--- config.mk ---
export PLATFORM = sky130hd
export DESIGN_NAME = mcmr_device_flat
export DESIGN_NICKNAME = d
export VERILOG_FILES = /design/src/mcmr_pkg.sv /design/src/mcmr_if.sv /design/src/mcmr_device.sv /design/src/flat_wrapper.sv
export SDC_FILE = /design/constraint.sdc
export NUM_CORES = 1
export LEC_CHECK = 0
export BUFFER_PORTS_ARGS = -buffer_cell sky130_fd_sc_hd__buf_2
export CAP_MARGIN = 15
export CORE_ASPECT_RATIO = 0.75
export CORE_MARGIN = 2
export CORE_UTILIZATION = 35
export DETAILED_ROUTE_END_ITERATION = 10
export PLACE_DENSITY = 0.69
export SLEW_MARGIN = 20
export SYNTH_ARGS = -nofsm -noshare
export SYNTH_HDL_FRONTEND = slang
export SYNTH_SLANG_ARGS = --single-unit
--- constraint.sdc ---
create_clock -name mclk_i -period 4.5 [get_ports mclk_i]
set_input_delay 0.45 -clock mclk_i [delete_from_list [all_inputs] [get_ports mclk_i]]
set_output_delay 0.45 -clock mclk_i [all_outputs]
set_load 0.01 [all_outputs]
--- src/mcmr_pkg.sv ---
package mcmr_pkg;
	// ==========================================
	// register map
	localparam logic [5:0]  MCMR_ADDR_OPCFG      = 6'h09;
	localparam logic [15:0] MCMR_OPCFG_RESET     = 16'h000c;
	localparam logic [15:0] MCMR_OPCFG_WMASK     = 16'hffff;
	// ==========================================
	// command byte fields
	localparam int          MCMR_CMD_DIR_BIT     = 7;
	localparam int          MCMR_CMD_RSV_BIT     = 6;
	localparam int          MCMR_CMD_ADDR_W      = 6;
	// ==========================================
	// operating_config field positions
	localparam int          MCMR_B_HPF_BYP       = 0;
	localparam int          MCMR_B_LPF_BYP       = 1;
	localparam int          MCMR_B_PULSE_DIS     = 2;
	localparam int          MCMR_B_SAG_DIS       = 3;
	localparam int          MCMR_B_SUSPEND       = 4;
	localparam int          MCMR_B_TEMP          = 5;
	localparam int          MCMR_B_SOFT_RESET_BIT         = 6;
	localparam int          MCMR_B_LINE_CYCLE_ACCUM_MODE       = 7;
	localparam int          MCMR_B_ISHORT        = 8;
	localparam int          MCMR_B_VSHORT        = 9;
	localparam int          MCMR_B_SWAP          = 10;
	localparam int          MCMR_B_RATE_LO       = 11;
	localparam int          MCMR_B_SRC_LO        = 13;
	localparam int          MCMR_B_POS_ONLY      = 15;
	// ==========================================
	// timing
	localparam int          MCMR_CLK_MHZ         = 200;
	localparam int          MCMR_SOFT_RESET_BIT_US        = 18;
	localparam int          MCMR_SOFT_RESET_BIT_CYC       = MCMR_SOFT_RESET_BIT_US * MCMR_CLK_MHZ;
	localparam int          MCMR_SOFT_RESET_BIT_HOLD_CYC  = 16;
	localparam logic [1:0]  MCMR_SRC_RESERVED    = 2'h1;
endpackage : mcmr_pkg

--- src/mcmr_if.sv ---
`timescale 1ns/1ps
interface mcmr_if;
	logic        cmd_valid;
	logic [7:0]  cmd_byte;
	logic        data_valid;
	logic [15:0] wdata;
	logic        rdata_valid;
	logic [15:0] rdata;
	modport device (input cmd_valid, cmd_byte, data_valid, wdata, output rdata_valid, rdata);
	modport host   (output cmd_valid, cmd_byte, data_valid, wdata, input rdata_valid, rdata);
endinterface : mcmr_if

--- src/mcmr_device.sv ---
// Behaviour
// [RULE1] each transfer begins with a command byte
// [RULE2] low six bits select the register
// [RULE3] host keeps command bit six zero
// [RULE4] bit seven one writes, zero reads
// [RULE5] bit 0 bypasses current highpass filter
// [RULE6] bit 1 bypasses power lowpass filter
// [RULE7] bits 2,3 disable pulse, sag; reset one
// [RULE8] bit 4 suspends both converters
// [RULE9] bit 5 starts temperature, self clears
// [RULE10] bit 6 soft reset, 18 us blackout
// [RULE11] bit 7 selects line cycle accumulation
// [RULE12] bits 8,9 short current, voltage inputs
// [RULE13] bit 10 swaps channel input pairs
// [RULE14] bits 12:11 waveform rate clk/128..1024
// [RULE15] bits 14:13 waveform source, 01 reserved
// [RULE16] bit 15 positive only accumulation
`timescale 1ns/1ps
module mcmr_device
	import mcmr_pkg::*;
(
	input  wire logic        mclk_i,
	input  wire logic        rstn_i,
	mcmr_if.device           bus,
	input  wire logic        temp_done_i,
	output logic             temp_start_o,
	output logic             soft_reset_o,
	output logic             current_highpass_bypass_o,
	output logic             power_lowpass_bypass_o,
	output logic             pulse_output_disable_o,
	output logic             sag_detect_disable_o,
	output logic             converter_suspend_o,
	output logic             line_cycle_accum_mode_o,
	output logic             current_input_short_o,
	output logic             voltage_input_short_o,
	output logic             channel_swap_o,
	output logic [10:0]      waveform_divisor_o,
	output logic [1:0]       waveform_source_select_o,
	output logic             positive_only_accumulation_o
);
	typedef enum logic [1:0] {
		MCMR_ST_CMD  = 2'b01,
		MCMR_ST_DATA = 2'b10
	} mcmr_state_t;

	typedef struct packed {
		mcmr_state_t state;
		logic        dir_wr;
		logic [5:0]  addr;
		logic [15:0] opcfg;
		logic        rvalid;
		logic [15:0] rdata;
		logic        temp_busy;
		logic [4:0]  rst_cnt;
	} mcmr_dev_t;

	typedef struct packed {
		logic       positive_only_accumulation;
		logic [1:0] waveform_source_select;
		logic [1:0] waveform_rate_select;
		logic       channel_swap;
		logic       voltage_input_short;
		logic       current_input_short;
		logic       line_cycle_accum_mode;
		logic       soft_reset_bit;
		logic       temp_conversion_start;
		logic       converter_suspend;
		logic       sag_detect_disable;
		logic       pulse_output_disable;
		logic       power_lowpass_bypass;
		logic       current_highpass_bypass;
	} mcmr_mode_t;

	mcmr_dev_t  r;
	mcmr_dev_t  next_r;
	mcmr_mode_t mode;
	logic       cmd_take;
	logic       data_take;
	logic       opcfg_write;
	logic       opcfg_read;
	logic       temp_set;
	logic       temp_clear;
	logic       srst_active;
	logic       srst_done;

	// ==========================================
	// decode helpers
	function automatic logic mcmr_is_write(input logic [7:0] cmd);
		mcmr_is_write = cmd[MCMR_CMD_DIR_BIT];
	endfunction : mcmr_is_write

	function automatic logic [5:0] mcmr_cmd_addr(input logic [7:0] cmd);
		mcmr_cmd_addr = cmd[MCMR_CMD_ADDR_W-1:0];
	endfunction : mcmr_cmd_addr

	function automatic logic mcmr_hits_opcfg(input logic [5:0] addr);
		mcmr_hits_opcfg = (addr == MCMR_ADDR_OPCFG);
	endfunction : mcmr_hits_opcfg

	function automatic logic [15:0] mcmr_read_mux(input logic [5:0] addr, input logic [15:0] opcfg);
		// unmapped addresses read as zero
		mcmr_read_mux = mcmr_hits_opcfg(addr) ? opcfg : 16'h0000;
	endfunction : mcmr_read_mux

	function automatic logic [10:0] mcmr_rate_div(input logic [1:0] code);
		mcmr_rate_div = 11'h080 << code; // RULE14
	endfunction : mcmr_rate_div

	function automatic mcmr_mode_t mcmr_mode_view(input logic [15:0] v);
		mcmr_mode_view.positive_only_accumulation = v[MCMR_B_POS_ONLY];
		mcmr_mode_view.waveform_source_select     = v[MCMR_B_SRC_LO+:2];
		mcmr_mode_view.waveform_rate_select       = v[MCMR_B_RATE_LO+:2];
		mcmr_mode_view.channel_swap               = v[MCMR_B_SWAP];
		mcmr_mode_view.voltage_input_short        = v[MCMR_B_VSHORT];
		mcmr_mode_view.current_input_short        = v[MCMR_B_ISHORT];
		mcmr_mode_view.line_cycle_accum_mode      = v[MCMR_B_LINE_CYCLE_ACCUM_MODE];
		mcmr_mode_view.soft_reset_bit             = v[MCMR_B_SOFT_RESET_BIT];
		mcmr_mode_view.temp_conversion_start      = v[MCMR_B_TEMP];
		mcmr_mode_view.converter_suspend          = v[MCMR_B_SUSPEND];
		mcmr_mode_view.sag_detect_disable         = v[MCMR_B_SAG_DIS];
		mcmr_mode_view.pulse_output_disable       = v[MCMR_B_PULSE_DIS];
		mcmr_mode_view.power_lowpass_bypass       = v[MCMR_B_LPF_BYP];
		mcmr_mode_view.current_highpass_bypass    = v[MCMR_B_HPF_BYP];
	endfunction : mcmr_mode_view

	// ==========================================
	// transfer events
	assign cmd_take    = (r.state == MCMR_ST_CMD) && bus.cmd_valid; // RULE1
	assign data_take   = (r.state == MCMR_ST_DATA) && bus.data_valid;
	assign opcfg_write = data_take && r.dir_wr && mcmr_hits_opcfg(r.addr); // RULE4
	assign opcfg_read  = data_take && !r.dir_wr; // RULE4

	// ==========================================
	// temperature conversion
	assign temp_set    = opcfg_write && bus.wdata[MCMR_B_TEMP]; // RULE9
	// a start written in the finishing cycle wins over the self clear
	assign temp_clear  = r.temp_busy && temp_done_i && !temp_set; // RULE9

	// ==========================================
	// soft reset
	assign srst_active = r.opcfg[MCMR_B_SOFT_RESET_BIT]; // RULE10
	assign srst_done   = srst_active && (r.rst_cnt == 5'(MCMR_SOFT_RESET_BIT_HOLD_CYC - 1)); // RULE10

	// ==========================================
	// command and data sequencing
	always_comb begin
		next_r        = r;
		next_r.rvalid = 1'b0;
		unique case (r.state)
			MCMR_ST_CMD: begin
				if (cmd_take) begin
					next_r.dir_wr = mcmr_is_write(bus.cmd_byte); // RULE4
					next_r.addr   = mcmr_cmd_addr(bus.cmd_byte); // RULE2
					next_r.state  = MCMR_ST_DATA; // RULE1
				end
			end
			MCMR_ST_DATA: begin
				if (data_take) begin
					next_r.state = MCMR_ST_CMD;
				end
			end
			default: next_r.state = MCMR_ST_CMD;
		endcase
		if (opcfg_write) begin
			next_r.opcfg = bus.wdata & MCMR_OPCFG_WMASK;
		end
		if (opcfg_read) begin
			next_r.rvalid = 1'b1; // RULE4
			next_r.rdata  = mcmr_read_mux(r.addr, r.opcfg); // RULE2
		end
		// temperature start self clears when conversion completes
		if (temp_set) begin
			next_r.temp_busy = 1'b1; // RULE9
		end else if (temp_clear) begin
			next_r.temp_busy          = 1'b0;
			next_r.opcfg[MCMR_B_TEMP] = 1'b0; // RULE9
		end
		// soft reset returns every field to default after a short pulse
		if (srst_done) begin
			next_r.opcfg     = MCMR_OPCFG_RESET; // RULE10
			next_r.rst_cnt   = 5'h00;
			next_r.temp_busy = 1'b0;
			next_r.state     = MCMR_ST_CMD;
		end else if (srst_active) begin
			next_r.rst_cnt = r.rst_cnt + 5'h01;
		end
	end

	always_ff @(posedge mclk_i) begin
		if (!rstn_i) begin
			r.state     <= MCMR_ST_CMD;
			r.dir_wr    <= 1'b0;
			r.addr      <= 6'h00;
			r.opcfg     <= MCMR_OPCFG_RESET; // RULE7
			r.rvalid    <= 1'b0;
			r.rdata     <= 16'h0000;
			r.temp_busy <= 1'b0;
			r.rst_cnt   <= 5'h00;
		end else begin
			r <= next_r;
		end
	end

	// ==========================================
	// outputs
	assign mode                           = mcmr_mode_view(r.opcfg);
	assign bus.rdata_valid                = r.rvalid;
	assign bus.rdata                      = r.rdata;
	assign temp_start_o                   = mode.temp_conversion_start & r.temp_busy; // RULE9
	assign soft_reset_o                   = mode.soft_reset_bit; // RULE10
	assign current_highpass_bypass_o      = mode.current_highpass_bypass; // RULE5
	assign power_lowpass_bypass_o         = mode.power_lowpass_bypass; // RULE6
	assign pulse_output_disable_o         = mode.pulse_output_disable; // RULE7
	assign sag_detect_disable_o           = mode.sag_detect_disable; // RULE7
	assign converter_suspend_o            = mode.converter_suspend; // RULE8
	assign line_cycle_accum_mode_o        = mode.line_cycle_accum_mode; // RULE11
	assign current_input_short_o          = mode.current_input_short; // RULE12
	assign voltage_input_short_o          = mode.voltage_input_short; // RULE12
	assign channel_swap_o                 = mode.channel_swap; // RULE13
	assign waveform_divisor_o             = mcmr_rate_div(mode.waveform_rate_select); // RULE14
	assign waveform_source_select_o       = mode.waveform_source_select; // RULE15
	assign positive_only_accumulation_o   = mode.positive_only_accumulation; // RULE16
endmodule : mcmr_device

--- src/flat_wrapper.sv ---
// flat-port wrapper written by rule: the top's interface ports become plain ports
module mcmr_device_flat import mcmr_pkg::*;
  (mclk_i, rstn_i, temp_done_i, temp_start_o, soft_reset_o, current_highpass_bypass_o, power_lowpass_bypass_o, pulse_output_disable_o, sag_detect_disable_o, converter_suspend_o, line_cycle_accum_mode_o, current_input_short_o, voltage_input_short_o, channel_swap_o, waveform_divisor_o, waveform_source_select_o, positive_only_accumulation_o, bus_cmd_valid, bus_cmd_byte, bus_data_valid, bus_wdata, bus_rdata_valid, bus_rdata);
  mcmr_if bus_i ();
  input  wire logic mclk_i;
  input  wire logic rstn_i;
  input  wire logic temp_done_i;
  output logic temp_start_o;
  output logic soft_reset_o;
  output logic current_highpass_bypass_o;
  output logic power_lowpass_bypass_o;
  output logic pulse_output_disable_o;
  output logic sag_detect_disable_o;
  output logic converter_suspend_o;
  output logic line_cycle_accum_mode_o;
  output logic current_input_short_o;
  output logic voltage_input_short_o;
  output logic channel_swap_o;
  output logic [10:0] waveform_divisor_o;
  output logic [1:0] waveform_source_select_o;
  output logic positive_only_accumulation_o;
  input wire logic [$bits(bus_i.cmd_valid)-1:0] bus_cmd_valid;
  input wire logic [$bits(bus_i.cmd_byte)-1:0] bus_cmd_byte;
  input wire logic [$bits(bus_i.data_valid)-1:0] bus_data_valid;
  input wire logic [$bits(bus_i.wdata)-1:0] bus_wdata;
  output wire logic [$bits(bus_i.rdata_valid)-1:0] bus_rdata_valid;
  output wire logic [$bits(bus_i.rdata)-1:0] bus_rdata;
  assign bus_i.cmd_valid = bus_cmd_valid;
  assign bus_i.cmd_byte = bus_cmd_byte;
  assign bus_i.data_valid = bus_data_valid;
  assign bus_i.wdata = bus_wdata;
  assign bus_rdata_valid = bus_i.rdata_valid;
  assign bus_rdata = bus_i.rdata;
  mcmr_device u_core (.mclk_i(mclk_i), .rstn_i(rstn_i), .bus(bus_i), .temp_done_i(temp_done_i), .temp_start_o(temp_start_o), .soft_reset_o(soft_reset_o), .current_highpass_bypass_o(current_highpass_bypass_o), .power_lowpass_bypass_o(power_lowpass_bypass_o), .pulse_output_disable_o(pulse_output_disable_o), .sag_detect_disable_o(sag_detect_disable_o), .converter_suspend_o(converter_suspend_o), .line_cycle_accum_mode_o(line_cycle_accum_mode_o), .current_input_short_o(current_input_short_o), .voltage_input_short_o(voltage_input_short_o), .channel_swap_o(channel_swap_o), .waveform_divisor_o(waveform_divisor_o), .waveform_source_select_o(waveform_source_select_o), .positive_only_accumulation_o(positive_only_accumulation_o));
endmodule
==> results.toml <==
[status]
result_of_the_run = "finished, final reports clean"

[power]
power_switching_w = 0.000168
power_switching_share_pct = 22.5
post-layout-total-power_w = 0.000744
combPwrFrac_pct = 6.4
sequentialPowerShare_pct = 58.4
power_frac_clock_pct = 35.2
worst_vdd_drop_v = 0.000104
power_leakage_nw = 1.05
pwrdens_nw_per_um2 = 310
power_report.internal_total_w = 0.000576

[yosys]
yosys_most_used_dff = "sky130_fd_sc_hd__dfxtp_1"
yosysUniqueCellTypes = 32
postSynthCellCount = 236
seq_area_frac_synth_pct = 44.9
synthesis.area_um2 = 2140
yosys_top_cell_area_share_pct = 44.9
fraction_of_registers_with_async_set_or_reset_after_synthesis_pct = 0
ys_ff_latch = 48
avgSynthCellArea_um2 = 9.07
biggest_area_consumer_among_synthesized_cells = "sky130_fd_sc_hd__dfxtp_1"
synth_edf_count = 0
synthTopCellsByArea = "sky130_fd_sc_hd__dfxtp_1, sky130_fd_sc_hd__mux2i_1, sky130_fd_sc_hd__nand2_1"
synth.yosys.warnings = 0

[clocking]
cts.clk_slew.worst_paths_ns = 0.09
post_cts.repair.setup_buffers = 0
number_of_buffers_inserted_during_clock_tree_synthesis = 5
cts_num_sinks = 48
clock_insertion_delay_worst_skew_ns = 0.30
cts_root_buf = "sky130_fd_sc_hd__clkbuf_8"
maximum_number_of_buffers_from_clock_root_to_sink = 2
cts_tree = "yes"
ctsHoldBuffers = 0
cts.repair.resized = 0
clock_tree.htree_level_count = 2

[placement]
gpl.final_weighted_congestion = 0.788
place.detailed.instances = 343
place.detailed.hpwl_um = 3150
placedInstanceArea_um2 = 2300
port_buffers = 62

[timing]
final_min_period_over_clock_period_pct = 42.8
drv_slew = 0
setup_viol = 0
achievable-frequency_mhz = 519
worst_pin_slew_ns = 1.01
tns_ns = 0
slew_headroom_pct = 32.4
fin_worst_skew_ns = 0.0158
final_period_minus_worst_setup_slack_ns = 1.93
final_hold_viol_count = 0
grt_setup_unrepaired = "false"

[floorplanning]
chipHeight_um = 71.7
initial_core_util_pct = 36.5
overall_die_area_um2 = 6760
placementRows = 24
floorplan.core_area_um2 = 5860
io-pin-count = 71
die_width_um = 94.3

[setup_path]
reg_to_reg_slack_setup_ns = 2.57
reg2regPathDepth = 3
cp.arrival_ns = 2.14
rr_endpoint = "u_core.mode[3]"
critical_path.endpoint_type = "flop"
setup.worst_path.class = "flop to flop"
rr_startpoint = "u_core.r[41]"
worst-path-max-fanout = 17
worst_ep_required_time_ns = 4.71
critical_path.startpoint_type = "flop"

[drt]
drtPass1Iterations = 4
detail_route.wirelength_um = 4330
first_iter_violations = 81
avgRoutedWirePerCell_um = 12.3
drc = 0
routed-via-count = 1563
route.antenna.remaining_nets = 0
via_per_inst = 4.45

[global_routing]
grt_first_pass_wirelength_um = 7070
grt-ovfl-total = 0
grt_max_degree = 43
number_of_global_route_vias_before_repair = 1474
grt_use_total_pct = 13.5
initial_antenna_violation_count = 0

[final_layout]
post_layout_nonfiller_instances = 351
num-nets-final = 303
final_cell_area_um2 = 2400
final_cell_mix = "sky130_fd_sc_hd__nand2_1, sky130_fd_sc_hd__buf_2, sky130_fd_sc_hd__dfxtp_1, sky130_fd_sc_hd__mux2i_1, sky130_fd_sc_hd__o22ai_1"
drive_gt1_share_pct = 27.8
antenna_cells = 0
area.growth.synth_to_final_pct = 12.0
fillCellCount = 598
utilization_of_the_core_after_routing_pct = 40.9

[min_path]
holdCritStartpoint = "bus_wdata[0]"
min_path_cells = 3
min_delay_worst_endpoint = "u_core.mode[0]"
hold_class = "input port to flop"

[flow_run]
maxCapViolations = 0
==> per-layer routing <==
layer | share of wire (%) | global-route usage, % | routed length (um) | up-vias
li1 | - | - | - | 817
met1 | 51 | 18.9 | 2190 | 704
met2 | 44 | 19.6 | 1890 | 34
met3 | 3.8 | 3.15 | 165 | 8
met4 | 2.1 | 6.28 | 89 | 0
met5 | 0 | 0 | 0 | -
==> power by group through the flow <==
stage | sequential [W] | clock, W | combinational (W)
after CTS | 0.000434 | 0.000273 | 0.0000477
after floorplan | 0.000443 | 0 | 0.0000358
after detailed placement | 0.000444 | 0 | 0.0000475
after global routing | 0.000435 | 0.000287 | 0.0000531
after global placement | 0.000444 | 0 | 0.0000466
final | 0.000434 | 0.000262 | 0.0000473
==> stage by stage <==
| stage | setup slack [ns] | hold slack (ns) |
|---|---|---|
| finish | 2.57 | 0.389 |
| global route | 2.45 | 0.387 |
| CTS | 2.54 | 0.382 |
| detailed placement | 2.46 | 0.456 |
| global placement | 2.48 | 0.450 |
| floorplan | 2.90 | 0.447 |
==> critical path: stages (launching register included) <==
cell and delay (ns):
sky130_fd_sc_hd__dfxtp_1 0.35, sky130_fd_sc_hd__nor4b_4 0.30, sky130_fd_sc_hd__and4b_1 0.91, sky130_fd_sc_hd__mux2i_1 0.27
==> worst max path at each step <==
stage | startpoint | slack, ns | endpoint | cells past startpoint
after global routing | u_core.r[41] | 2.45 | u_core.mode[15] | 3
after floorplan | u_core.r[0] | 2.90 | u_core.mode[10] | 7
after global placement | rstn_i | 2.48 | u_core.mode[5] | 5
after CTS | u_core.r[41] | 2.54 | u_core.mode[3] | 3
final | u_core.r[41] | 2.57 | u_core.mode[3] | 3
after detailed placement | rstn_i | 2.46 | u_core.mode[12] | 5
==> cells by family after synthesis <==
kind of cell / Yosys count / share of synthesized area, %
simple gates: 96 / 21.6
flops: 48 / 44.9
buf+inv: 41 / 13.2
mux: 24 / 11.2
compound gates: 21 / 6.49
xor+xnor: 3 / 1.23
fa+ha+maj: 2 / 1.17
other cells: 1 / 0.175
==> cell usage after synthesis, types with 2 or more instances <==
| cell | count |
|---|---|
| sky130_fd_sc_hd__buf_2 | 6 |
| sky130_fd_sc_hd__nor2b_1 | 9 |
| sky130_fd_sc_hd__xor2_1 | 2 |
| sky130_fd_sc_hd__nor2_1 | 10 |
| sky130_fd_sc_hd__and4b_1 | 2 |
| sky130_fd_sc_hd__ha_1 | 2 |
| sky130_fd_sc_hd__mux2i_1 | 24 |
| sky130_fd_sc_hd__dfxtp_1 | 48 |
| sky130_fd_sc_hd__and2_1 | 4 |
| sky130_fd_sc_hd__buf_4 | 26 |
| sky130_fd_sc_hd__nand2_1 | 62 |
| sky130_fd_sc_hd__o22ai_1 | 16 |
| sky130_fd_sc_hd__clkbuf_1 | 6 |
==> sequential cells by signal, summed over array words and instances, names as in the netlist <==
signal	flops
u_core.r	15
u_core.bus.rdata_valid	1
u_core.mode	16
u_core.bus.rdata	16
==> cell type report <==
class	count	area [um2]	area share, %
multi-input cells	153	922	38.5
flip-flops and latches	48	961	40.1
inverters	1	3.75	0.157
clock inverters	1	7.51	0.313
clock buffers	7	86.3	3.60
well taps	78	97.6	4.07
repair buffers	63	318	13.3
Note: power is estimated with default switching activity, not from simulation.
